--- src/urx_pkg.sv ---
//==============================================================
// Purpose: constants and carrier types for the serial port block
// Assumes: 32-bit AXI4-Lite register window, one word per register
// Notes:   offsets are byte addresses
package urx_pkg;
	//==========================================================
	// register offsets
	localparam logic [7:0] OFS_DATA   = 8'h00; // serial_data_port
	localparam logic [7:0] OFS_CSA    = 8'h04; // ctrl_status_a
	localparam logic [7:0] OFS_CSB    = 8'h08; // enables, size msb, ninth bits
	localparam logic [7:0] OFS_CSC    = 8'h0C; // frame format
	localparam logic [7:0] OFS_BAUD   = 8'h10; // sample tick divisor
	//==========================================================
	// ctrl_status_a fields
	localparam int CSA_RXC  = 7; // receive complete
	localparam int CSA_TXC  = 6; // transmit complete, write one clears
	localparam int CSA_TBE  = 5; // tx_buffer_empty_flag
	localparam int CSA_FE   = 4; // frame error of oldest entry
	localparam int CSA_DOR  = 3; // overrun
	localparam int CSA_DBL  = 1; // double_speed_select
	localparam int CSA_AFE  = 0; // address_filter_enable
	// ctrl_status_b fields
	localparam int CSB_RXEN = 4; // receiver enable
	localparam int CSB_TXEN = 3; // transmitter enable
	localparam int CSB_SZ2  = 2; // char_size_code msb
	localparam int CSB_RX9  = 1; // rx_ninth_bit, read only
	localparam int CSB_TX9  = 0; // tx_ninth_bit
	// ctrl_status_c fields
	localparam int CSC_EXT  = 6; // extended_biphase_mode
	localparam int CSC_TWO  = 3; // two_stop_select
	localparam int CSC_SZ0  = 1; // char_size_code low pair lsb
	//==========================================================
	// reset values
	localparam logic [2:0]  SIZE_RST = 3'h3;      // eight data bits
	localparam logic [11:0] BAUD_RST = 12'h000_C; // plain default
	localparam logic [2:0]  SIZE_NINE = 3'h7;     // nine data bits code
	localparam logic [3:0]  BITS_BASE = 4'h5;     // bits for code zero
	localparam logic [3:0]  BITS_NINE = 4'h9;
	localparam logic [3:0]  BITS_EIGHT = 4'h8;
	//==========================================================
	// sampling figures
	localparam logic [4:0] SPB_NORM   = 5'h10; // samples per bit, normal
	localparam logic [4:0] SPB_DBL    = 5'h08; // samples per bit, double
	localparam logic [4:0] VFIRST_NRM = 5'h08; // first vote sample
	localparam logic [4:0] VFIRST_DBL = 5'h04;
	localparam logic [4:0] VMID_NRM   = 5'h09; // middle vote sample
	localparam logic [4:0] VMID_DBL   = 5'h05;
	localparam logic [1:0] FIFO_DEPTH = 2'h2;  // receive buffer entries
	//==========================================================
	// bus answers
	localparam logic [1:0] RESP_OKAY   = 2'h0;
	localparam logic [1:0] RESP_SLVERR = 2'h2;
	//==========================================================
	// carriers
	typedef struct packed {
		logic       fe;    // stop bit read low
		logic       ninth; // received ninth bit
		logic [7:0] data;  // low data bits, unused bits zero
	} urx_entry_t;
	typedef struct packed {
		logic       afe;   // address_filter_enable
		logic       dbl;   // double_speed_select
		logic       rx_en;
		logic       tx_en;
		logic [2:0] size;  // char_size_code
		logic       two;   // two_stop_select
		logic       ext;   // extended_biphase_mode
		logic       tx9;   // tx_ninth_bit
	} urx_cfg_t;
	typedef enum logic [1:0] {
		RX_IDLE  = 2'b00,
		RX_START = 2'b01,
		RX_DATA  = 2'b11,
		RX_STOP  = 2'b10
	} urx_rx_st_t;
endpackage : urx_pkg

--- src/urx_pin_sync.sv ---
//==============================================================
// Purpose: three-stage pin synchroniser with agreement filter
// Assumes: pin is asynchronous to aclk
// Notes:   output moves only when stages two and three agree
`timescale 1ns/10ps
module urx_pin_sync #(
	parameter logic RST_VAL = 1'b1
) (
	input  wire logic aclk,
	input  wire logic aresetn,
	input  wire logic pin,
	output logic      level
);
	logic s1_q; // first stage, read only by s2
	logic s2_q;
	logic s3_q;
	//==========================================================
	// stage chain
	always_ff @(posedge aclk) begin
		if (!aresetn) begin
			s1_q <= RST_VAL;
			s2_q <= RST_VAL;
			s3_q <= RST_VAL;
		end else begin
			s1_q <= pin;
			s2_q <= s1_q;
			s3_q <= s2_q;
		end
	end
	// agreement filter, one-cycle glitches never reach the output
	always_ff @(posedge aclk) begin
		if (!aresetn) begin
			level <= RST_VAL;
		end else if (s2_q == s3_q) begin
			level <= s3_q;
		end
	end
endmodule : urx_pin_sync

--- src/urx_top.sv ---
//==============================================================
// Purpose: async serial port with voting receiver and address filter
// Assumes: AXI4-Lite slave on aclk, one write and one read at a time
// Notes:   sample tick from a shared divider, no parity logic
// Contract
// - sixteen samples per bit, eight double
// - first vote sample eight, or four
// - middle vote sample nine, or five
// - normal speed accepts 95.36 to 104.58 percent
// - double speed accepts 96.00 to 103.90 percent
// - filtering only outside extended biphase mode
// - filtering drops data frames
// - transmitter ignores filter setting
// - five to eight bits: stop bit types
// - nine bits: ninth bit types frame
// - type one address, zero data
// - address frames stored, flag set normally
// - one size setting for both directions
// - one data port, write tx, read rx
// - unused upper bits ignored, read zero
// - write while buffer full is dropped
// - buffer moves to idle shifter, shifts out
// - two-entry receive fifo, read pops oldest
// - majority of three centre samples
// - double speed divides by eight
//
// Local design decisions: the AXI4-Lite interface to the registers and the register offsets.
`timescale 1ns/10ps
module urx_top import urx_pkg::*; #(
	parameter int DIV_W = 12 // divisor width
) (
	input  wire logic        aclk,
	input  wire logic        aresetn,
	input  wire logic [7:0]  s_axi_awaddr,
	input  wire logic        s_axi_awvalid,
	output logic             s_axi_awready,
	input  wire logic [31:0] s_axi_wdata,
	input  wire logic [3:0]  s_axi_wstrb,
	input  wire logic        s_axi_wvalid,
	output logic             s_axi_wready,
	output logic [1:0]       s_axi_bresp,
	output logic             s_axi_bvalid,
	input  wire logic        s_axi_bready,
	input  wire logic [7:0]  s_axi_araddr,
	input  wire logic        s_axi_arvalid,
	output logic             s_axi_arready,
	output logic [31:0]      s_axi_rdata,
	output logic [1:0]       s_axi_rresp,
	output logic             s_axi_rvalid,
	input  wire logic        s_axi_rready,
	input  wire logic        serial_in_pin,
	output logic             serial_out_pin
);
	if (DIV_W < 1 || DIV_W > 12) begin : g_bad_div
		$error("DIV_W must be 1 to 12");
	end
	//==========================================================
	// declarations
	urx_cfg_t         cfg_q;        // software settings
	logic [DIV_W-1:0] baud_q;       // divisor minus one
	logic [DIV_W-1:0] pre_q;        // divider counter
	logic             tick;         // one sample period
	logic [4:0]       spb;          // samples per bit
	logic [4:0]       vfirst;       // first vote sample
	logic [4:0]       vmid;         // middle vote sample
	logic [3:0]       nbits;        // data bits per frame
	logic             rx_line;      // filtered pin level
	urx_rx_st_t       rx_st_q;
	logic [4:0]       rx_smp_q;     // sample number in bit
	logic [3:0]       rx_idx_q;     // data bit index
	logic [1:0]       rx_v_q;       // first two vote samples
	logic [8:0]       rx_sh_q;      // assembled bits
	logic             vote;         // majority result
	logic             rx_done;      // stop bit voted
	logic             ftype;        // frame type bit
	logic             keep;         // frame goes to fifo
	urx_entry_t       mem_q [2];    // receive fifo
	logic             head_q;       // oldest entry index
	logic [1:0]       cnt_q;        // entries held
	logic             pop;
	logic             push;
	logic             dor_q;        // overrun seen
	logic [8:0]       txb_q;        // tx_buffer_reg
	logic             txb_v_q;      // buffer full
	logic             tx_busy_q;
	logic [11:0]      tx_sh_q;      // frame shift register
	logic [3:0]       tx_left_q;    // bits still to send
	logic [4:0]       tx_smp_q;
	logic             txc_q;        // transmit complete
	logic [11:0]      tx_frame;
	logic             aw_q;         // write address held
	logic             w_q;          // write data held
	logic [7:0]       awa_q;
	logic [31:0]      wd_q;
	logic [3:0]       ws_q;
	logic             wr_go;        // both halves present
	logic             wr_data;      // data port written
	logic             rd_go;
	logic [31:0]      rd_val;
	logic             rd_ok;
	//==========================================================
	// pin input
	urx_pin_sync #(
		.RST_VAL (1'b1)
	) u_rx_sync (
		.aclk    (aclk),
		.aresetn (aresetn),
		.pin     (serial_in_pin),
		.level   (rx_line)
	);
	//==========================================================
	// frame shape, shared by both directions
	always_comb begin
		spb    = cfg_q.dbl ? SPB_DBL : SPB_NORM;
		vfirst = cfg_q.dbl ? VFIRST_DBL : VFIRST_NRM;
		vmid   = cfg_q.dbl ? VMID_DBL : VMID_NRM;
		// one size code serves receiver and transmitter
		if (cfg_q.size == SIZE_NINE) begin
			nbits = BITS_NINE;
		end else if (cfg_q.size[2]) begin
			nbits = BITS_EIGHT;                        // unused codes
		end else begin
			nbits = BITS_BASE + {2'b00, cfg_q.size[1:0]};
		end
	end
	// sample tick divider, runs free so both directions stay aligned
	always_ff @(posedge aclk) begin
		if (!aresetn || pre_q == '0) begin
			pre_q <= baud_q;
		end else begin
			pre_q <= pre_q - 1'b1;
		end
	end
	assign tick = (pre_q == '0);
	//==========================================================
	// receiver: voting and bit assembly
	// vote on the third sample, taken live from the line
	assign vote = (rx_v_q[0] & rx_v_q[1]) | (rx_v_q[0] & rx_line)
	            | (rx_v_q[1] & rx_line);
	assign rx_done = tick && rx_st_q == RX_STOP && rx_smp_q == vmid + 5'h01;
	// frame type: ninth bit in nine-bit frames, else the stop bit
	assign ftype = (nbits == BITS_NINE) ? rx_sh_q[8] : vote;
	// filter only drops type zero, and only in standard mode
	assign keep = !(cfg_q.afe && !cfg_q.ext) || ftype;
	// bit timing: voting ends before the bit does, so an early
	// start edge after the stop vote is still caught
	always_ff @(posedge aclk) begin
		if (!aresetn || !cfg_q.rx_en) begin
			rx_st_q  <= RX_IDLE;
			rx_smp_q <= 5'h01;
			rx_idx_q <= '0;
			rx_v_q   <= '0;
			rx_sh_q  <= '0;
		end else if (tick) begin
			rx_smp_q <= (rx_smp_q == spb) ? 5'h01 : rx_smp_q + 5'h01;
			if (rx_smp_q == vfirst) begin
				rx_v_q[0] <= rx_line;
			end
			if (rx_smp_q == vmid) begin
				rx_v_q[1] <= rx_line;
			end
			unique case (rx_st_q)
				RX_IDLE: begin
					// this tick is sample one of the start bit
					rx_smp_q <= 5'h02;
					rx_sh_q  <= '0;
					if (!rx_line) begin
						rx_st_q <= RX_START;
					end
				end
				RX_START: begin
					// a high vote is a noise spike
					if (rx_smp_q == vmid + 5'h01 && vote) begin
						rx_st_q <= RX_IDLE;
					end else if (rx_smp_q == spb) begin
						rx_st_q  <= RX_DATA;
						rx_idx_q <= '0;
					end
				end
				RX_DATA: begin
					if (rx_smp_q == vmid + 5'h01) begin
						rx_sh_q[rx_idx_q] <= vote;
					end
					if (rx_smp_q == spb) begin
						if (rx_idx_q == nbits - 4'h1) begin
							rx_st_q <= RX_STOP;
						end
						rx_idx_q <= rx_idx_q + 4'h1;
					end
				end
				RX_STOP: begin
					// only the first stop bit is looked at
					if (rx_smp_q == vmid + 5'h01) begin
						rx_st_q <= RX_IDLE;
					end
				end
			endcase
		end
	end
	//==========================================================
	// receive fifo
	assign push = rx_done && keep && (cnt_q != FIFO_DEPTH || pop);
	always_ff @(posedge aclk) begin
		if (!aresetn || !cfg_q.rx_en) begin
			head_q <= 1'b0;
			cnt_q  <= '0;
		end else begin
			// a read of the data port while an entry is held moves the fifo on
			if (pop) begin
				head_q <= ~head_q;
			end
			cnt_q <= cnt_q + {1'b0, push} - {1'b0, pop};
		end
	end
	// entry store, written at the slot behind the oldest
	always_ff @(posedge aclk) begin
		if (!aresetn) begin
			mem_q[0] <= '0;
			mem_q[1] <= '0;
		end else if (push) begin
			mem_q[head_q ^ cnt_q[0]].data  <= rx_sh_q[7:0];
			mem_q[head_q ^ cnt_q[0]].ninth <= rx_sh_q[8];
			mem_q[head_q ^ cnt_q[0]].fe    <= ~vote;
		end
	end
	// overrun: a kept frame with no room is lost; set beats clear
	always_ff @(posedge aclk) begin
		if (!aresetn || !cfg_q.rx_en) begin
			dor_q <= 1'b0;
		end else if (rx_done && keep && !push) begin
			dor_q <= 1'b1;
		end else if (pop) begin
			dor_q <= 1'b0;
		end
	end
	//==========================================================
	// transmitter, unaware of the filter setting
	always_comb begin
		tx_frame    = '1;
		tx_frame[0] = 1'b0; // start bit
		for (int i = 0; i < 9; i++) begin
			if (i < int'(nbits)) begin
				tx_frame[i+1] = txb_q[i];
			end
		end
	end
	// buffer: a write while full is simply not taken
	always_ff @(posedge aclk) begin
		if (!aresetn) begin
			txb_v_q <= 1'b0;
			txb_q   <= '0;
		end else if (wr_data && !txb_v_q) begin
			txb_v_q <= 1'b1;
			txb_q   <= {cfg_q.tx9, wd_q[7:0]};
		end else if (cfg_q.tx_en && !tx_busy_q) begin
			txb_v_q <= 1'b0;
		end
	end
	// shifter: loads from the buffer whenever it is empty and tx_en is set
	always_ff @(posedge aclk) begin
		if (!aresetn) begin
			tx_busy_q <= 1'b0;
			tx_sh_q   <= '1;
			tx_left_q <= '0;
			tx_smp_q  <= '0;
		end else if (!tx_busy_q) begin
			if (cfg_q.tx_en && txb_v_q) begin
				tx_busy_q <= 1'b1;
				tx_sh_q   <= tx_frame;
				tx_left_q <= nbits + (cfg_q.two ? 4'h3 : 4'h2);
				tx_smp_q  <= '0;
			end
		end else if (tick) begin
			// each bit lasts one full set of samples
			if (tx_smp_q == spb - 5'h01) begin
				tx_smp_q  <= '0;
				tx_sh_q   <= {1'b1, tx_sh_q[11:1]};
				tx_left_q <= tx_left_q - 4'h1;
				if (tx_left_q == 4'h1) begin
					tx_busy_q <= 1'b0;
				end
			end else begin
				tx_smp_q <= tx_smp_q + 5'h01;
			end
		end
	end
	// line driver from a flop, idles high
	always_ff @(posedge aclk) begin
		if (!aresetn) begin
			serial_out_pin <= 1'b1;
		end else begin
			serial_out_pin <= tx_busy_q ? tx_sh_q[0] : 1'b1;
		end
	end
	// transmit complete: set beats a write-one clear
	always_ff @(posedge aclk) begin
		if (!aresetn) begin
			txc_q <= 1'b0;
		end else if (tx_busy_q && tick && tx_left_q == 4'h1
		             && tx_smp_q == spb - 5'h01 && !txb_v_q) begin
			txc_q <= 1'b1;
		end else if (wr_go && awa_q == OFS_CSA && ws_q[0] && wd_q[CSA_TXC]) begin
			txc_q <= 1'b0;
		end
	end
	//==========================================================
	// axi write channel: halves taken in either order
	assign s_axi_awready = !aw_q && !s_axi_bvalid;
	assign s_axi_wready  = !w_q && !s_axi_bvalid;
	assign wr_go   = aw_q && w_q && !s_axi_bvalid;
	assign wr_data = wr_go && awa_q == OFS_DATA && ws_q[0];
	always_ff @(posedge aclk) begin
		if (!aresetn) begin
			aw_q  <= 1'b0;
			w_q   <= 1'b0;
			awa_q <= '0;
			wd_q  <= '0;
			ws_q  <= '0;
		end else begin
			if (s_axi_awvalid && s_axi_awready) begin
				aw_q  <= 1'b1;
				awa_q <= {s_axi_awaddr[7:2], 2'b00};
			end else if (wr_go) begin
				aw_q <= 1'b0;
			end
			if (s_axi_wvalid && s_axi_wready) begin
				w_q  <= 1'b1;
				wd_q <= s_axi_wdata;
				ws_q <= s_axi_wstrb;
			end else if (wr_go) begin
				w_q <= 1'b0;
			end
		end
	end
	// write response, unmapped offsets answer slverr
	always_ff @(posedge aclk) begin
		if (!aresetn) begin
			s_axi_bvalid <= 1'b0;
			s_axi_bresp  <= RESP_OKAY;
		end else if (wr_go) begin
			s_axi_bvalid <= 1'b1;
			s_axi_bresp  <= (awa_q > OFS_BAUD) ? RESP_SLVERR : RESP_OKAY;
		end else if (s_axi_bready) begin
			s_axi_bvalid <= 1'b0;
		end
	end
	// settings, byte lane zero carries every control bit
	always_ff @(posedge aclk) begin
		if (!aresetn) begin
			cfg_q      <= '0;
			cfg_q.size <= SIZE_RST;
			baud_q     <= DIV_W'(BAUD_RST);
		end else if (wr_go && ws_q[0]) begin
			unique case (awa_q)
				OFS_CSA: begin
					cfg_q.dbl <= wd_q[CSA_DBL];
					cfg_q.afe <= wd_q[CSA_AFE];
				end
				OFS_CSB: begin
					cfg_q.rx_en   <= wd_q[CSB_RXEN];
					cfg_q.tx_en   <= wd_q[CSB_TXEN];
					cfg_q.size[2] <= wd_q[CSB_SZ2];
					cfg_q.tx9     <= wd_q[CSB_TX9];
				end
				OFS_CSC: begin
					cfg_q.ext       <= wd_q[CSC_EXT];
					cfg_q.two       <= wd_q[CSC_TWO];
					cfg_q.size[1:0] <= wd_q[CSC_SZ0 +: 2];
				end
				OFS_BAUD: begin
					baud_q <= wd_q[DIV_W-1:0];
				end
				default: begin
				end
			endcase
		end
	end
	//==========================================================
	// axi read channel, a data port read pops the fifo
	assign s_axi_arready = !s_axi_rvalid;
	assign rd_go = s_axi_arvalid && s_axi_arready;
	assign pop   = rd_go && s_axi_araddr[7:2] == OFS_DATA[7:2] && cnt_q != '0;
	always_comb begin
		rd_val = '0;
		rd_ok  = 1'b1;
		unique case ({s_axi_araddr[7:2], 2'b00})
			OFS_DATA: begin
				rd_val[7:0] = (cnt_q != '0) ? mem_q[head_q].data : 8'h00;
			end
			OFS_CSA: begin
				rd_val[CSA_RXC] = cnt_q != '0;
				rd_val[CSA_TXC] = txc_q;
				rd_val[CSA_TBE] = !txb_v_q;
				rd_val[CSA_FE]  = (cnt_q != '0) && mem_q[head_q].fe;
				rd_val[CSA_DOR] = dor_q;
				rd_val[CSA_DBL] = cfg_q.dbl;
				rd_val[CSA_AFE] = cfg_q.afe;
			end
			OFS_CSB: begin
				rd_val[CSB_RXEN] = cfg_q.rx_en;
				rd_val[CSB_TXEN] = cfg_q.tx_en;
				rd_val[CSB_SZ2]  = cfg_q.size[2];
				rd_val[CSB_RX9]  = (cnt_q != '0) && mem_q[head_q].ninth;
				rd_val[CSB_TX9]  = cfg_q.tx9;
			end
			OFS_CSC: begin
				rd_val[CSC_EXT]        = cfg_q.ext;
				rd_val[CSC_TWO]        = cfg_q.two;
				rd_val[CSC_SZ0 +: 2]   = cfg_q.size[1:0];
			end
			OFS_BAUD: begin
				rd_val[DIV_W-1:0] = baud_q;
			end
			default: begin
				rd_ok = 1'b0;
			end
		endcase
	end
	// read answer registered one cycle after address
	always_ff @(posedge aclk) begin
		if (!aresetn) begin
			s_axi_rvalid <= 1'b0;
			s_axi_rdata  <= '0;
			s_axi_rresp  <= RESP_OKAY;
		end else if (rd_go) begin
			s_axi_rvalid <= 1'b1;
			s_axi_rdata  <= rd_val;
			s_axi_rresp  <= rd_ok ? RESP_OKAY : RESP_SLVERR;
		end else if (s_axi_rready) begin
			s_axi_rvalid <= 1'b0;
		end
	end
endmodule : urx_top

--- config.mk ---
export PLATFORM = sky130hd
export DESIGN_NAME = urx_top
export DESIGN_NICKNAME = d
export VERILOG_FILES = /design/src/urx_pkg.sv /design/src/urx_pin_sync.sv /design/src/urx_top.sv
export SDC_FILE = /design/constraint.sdc
export NUM_CORES = 1
export LEC_CHECK = 0
export BUFFER_PORTS_ARGS = -buffer_cell sky130_fd_sc_hd__buf_2
export CAP_MARGIN = 20
export CORE_MARGIN = 8
export CORE_UTILIZATION = 52
export CTS_CLUSTER_DIAMETER = 30
export DETAILED_ROUTE_END_ITERATION = 16
export PLACE_DENSITY = 0.73
export SKIP_CTS_REPAIR_TIMING = 1
export SYNTH_ARGS = -nofsm -noshare
export SYNTH_HDL_FRONTEND = slang
export SYNTH_SLANG_ARGS = --single-unit
--- constraint.sdc ---
create_clock -name aclk -period 6.5 [get_ports aclk]
set_clock_uncertainty 0.1 [all_clocks]
set_input_delay 0.65 -clock aclk [delete_from_list [all_inputs] [get_ports aclk]]
set_output_delay 0.65 -clock aclk [all_outputs]
set_load 0.005 [all_outputs]
==> flow_metrics.env <==
export IMPL_ir_drop_v=0.0001923
export IMPL_r2r_start="cfg_q[3]"
export IMPL_syn_avg_cell_area_sq_um=8.992
export IMPL_crit_path_end="mem_q[0][0]"
export IMPL_hold_viol=0
export IMPL_tns_ns=0
export IMPL_netlist_cell_type_count=73
export IMPL_area_growth_pct=12.00
export IMPL_synth_flop_cell="dfxtp_1"
export IMPL_hold_class="input pin to register"
export IMPL_cts_root_buf="clkbuf_16"
export IMPL_synth_area_top_cells="dfxtp_1 (35%), edfxtp_1 (7.8%), mux2i_1 (6.5%), nor2b_1 (4.9%), nand2_1 (4.5%)"
export IMPL_fp_dieH_um=137.4
export IMPL_clk_pin_slew_ns=0.06
export IMPL_wire_per_inst_um=15.86
export IMPL_dr_first_iter_drc_count=386
export IMPL_htreeDepth=4
export IMPL_setup_viol=0
export IMPL_synth_common_cells="dfxtp_1 (134), nand2_1 (91), nor2b_1 (60)"
export IMPL_cts_tree="built"
export IMPL_arrival_ns=3.52
export IMPL_synth_seq_cells=154
export IMPL_hpwl_um=11700
export IMPL_drv_slew=0
export IMPL_fin_crit_sh_pct=53.59
export IMPL_critPathKind="register to register"
export IMPL_holdWs_ns=0.3035
export IMPL_num_rows=44
export IMPL_end_kind="register"
export IMPL_clock_latency_ns=0.43
export IMPL_drc_errors=0
export IMPL_slew_headroom_pct=27.88
export IMPL_cts_buffers=17
export IMPL_grtUsageTotal_pct=18.62
export IMPL_drive_above_1_share_pct=12.61
export IMPL_core_sq_um=14480
export IMPL_num_vias=5955
export IMPL_maxCapViolCount=0
export IMPL_p_per_area_nw_per_um2=263.4
export IMPL_diodes=0
export IMPL_slowest_delay_ns=0.66
export IMPL_max_clock_path_buffers=2
export IMPL_ant_nets=0
export IMPL_yosysTopAreaCellShare_pct=35.02
export IMPL_async_flop_share_pct=0
export IMPL_vias_per_cell=5.514
export IMPL_die_area_sq_um=18870
export IMPL_cp_start_kind="register"
export IMPL_die_w_um=137.4
export IMPL_rsz0062_at_grt="no"
export IMPL_grt_overflow_total=0
export IMPL_start_util_pct=52.91
export IMPL_drtPass1Iterations=5
export IMPL_synth_edff_count=20
export IMPL_yosysMostFrequentCell="dfxtp_1"
export IMPL_netlist_area_sq_um=7661
export IMPL_grt_pass1_wl_um=27970
export IMPL_r2r_cells=11
export IMPL_gp_congestion=0.8878
export IMPL_ys_seq_area_share_pct=42.85
export IMPL_cp_slowest_cell="o21ai_0"
export IMPL_r2r_end="mem_q[0][0]"
export IMPL_drt_wl_total_um=17130
export IMPL_worst_slew_pin_slew_ns=1.082
export IMPL_cts_sinks=154
export IMPL_yosys_area_top_type="dfxtp_1"
export IMPL_fmax_mhz=287.1
export IMPL_worstPathRequired_ns=6.54
export IMPL_r2r_slack_ns=3.02
export IMPL_min_period_ns=3.483
export IMPL_startpoint="cfg_q[3]"
export IMPL_portBuffers=52
export IMPL_io_pins=102
export IMPL_netlist_instances=852
export IMPL_nets=966
export IMPL_critPathMaxFanout=23
export IMPL_crit_chain="ha_1 > and2_1 > nor2_1 > inv_1 > ha_1 > o21ai_0 > mux2i_1 > a2111oi_4 > o21ai_2 > o21ai_0 > buf_4"
export IMPL_grt_antenna_before_repair=0
export IMPL_grt_max_degree=66
export IMPL_grt_pass1_vias=5769
export IMPL_ys_warnings_count=0
export IMPL_outcome="completed"
export IMPL_p_leak_nw=3.274
power by group:
part | total (W) | internal, W | leakage (nW) | switching, W
Clock | 0.00109 | 0.000697 | 0.324 | 0.000397
Combinational | 0.000147 | 0.0000584 | 1.67 | 0.0000891
Sequential | 0.00102 | 0.000993 | 1.28 | 0.0000260
worst min path at each step:
stage	from	endpoint	slack, ns	cells after the start
after floorplan	u_rx_sync.s1_q	u_rx_sync.s2_q	0.29	1
after global placement	u_rx_sync.s1_q	u_rx_sync.s2_q	0.30	1
after detailed placement	u_rx_sync.s1_q	u_rx_sync.s2_q	0.30	1
after CTS	serial_in_pin	u_rx_sync.s1_q	0.29	2
after global routing	serial_in_pin	u_rx_sync.s1_q	0.29	2
final	serial_in_pin	u_rx_sync.s1_q	0.30	2
worst max-delay path: cells and delay by family (launching register included):
kind                       cells  cell delay, ns
adders and majority gates      2            0.45
DFF                            1            0.35
AOI/OAI and AO/OA              4            1.46
and+or+nand+nor                2            0.32
muxes                          1            0.15
buffers and inverters          2            0.37
metal layers:
| layer | track usage (%) | vias up | wire, um |
|---|---|---|---|
| li1 | - | 3007 | - |
| met1 | 22.50 | 2813 | 7602 |
| met2 | 31.37 | 115 | 8286 |
| met3 | 4.230 | 20 | 922 |
| met4 | 7.483 | 0 | 318 |
| met5 | 0 | - | 0 |
sequential cells by signal, summed over array words and instances (netlist names), 2 cells and up, named ones only:
signal and count:
awa_q 6, baud_q 12, cfg_q 10, cnt_q 2
mem_q 20, pre_q 12, rx_idx_q 4, rx_sh_q 9
rx_smp_q 5, rx_st_q 2, rx_v_q 2, s_axi_rdata 12
tx_left_q 4, tx_sh_q 10, tx_smp_q 5, txb_q 9
wd_q 12
stage by stage:
step / cells / setup WS [ns] / cell area [sq um] / power (W) / utilization [%]
final: 1080 / 3.017 / 8581 / 0.002260 / 59.26
after global routing: 1080 / 2.740 / 8581 / 0.002331 / 59.26
after CTS: 1080 / 2.987 / 8581 / 0.002268 / 59.26
after detailed placement: 1048 / 2.975 / 7920 / 0.001186 / 54.70
after global placement: 1048 / 3.063 / 7920 / 0.001183 / 54.70
after floorplan: 873 / 3.450 / 7740 / 0.001151 / -
kinds of logic after synthesis:
| family | count (synthesis) | share of synthesized area, % |
|---|---|---|
| AND/OR/NAND/NOR | 332 | 23.06 |
| other | 1 | 0.04895 |
| buffers and inverters | 97 | 6.108 |
| AO/OA/AOI/OAI | 171 | 14.75 |
| XOR/XNOR | 19 | 2.172 |
| flip-flops | 154 | 42.85 |
| multiplexers | 54 | 7.121 |
| adder cells (fa/ha/maj) | 24 | 3.887 |
cell type report:
class                      count  area (sq um)
clock buffer                  25         539.3
timing repair buffer          58         305.3
tap                          184         230.2
clock inverter                 7         121.4
multi-input combinational    622          3989
inverter                      30         112.6
fill                        1275          5898
sequential                   154          3283
placed cells by master (no fill, tap or decap), types with 20 or more instances in the layout:
cell type  Yosys  final
inv_1         30     30
edfxtp_1      20     20
nor2b_1       60     60
nor3_1        28     28
buf_2          5     52
a21oi_1       35     35
ha_1          23     23
o21ai_0       55     55
nor2_1        53     53
a21boi_0      24     24
conb_1         1     22
mux2i_1       50     50
nand3_1       24     24
clkbuf_16      0     20
dfxtp_1      134    134
nand2_1       91     91
(Power assumes the default switching activity.)
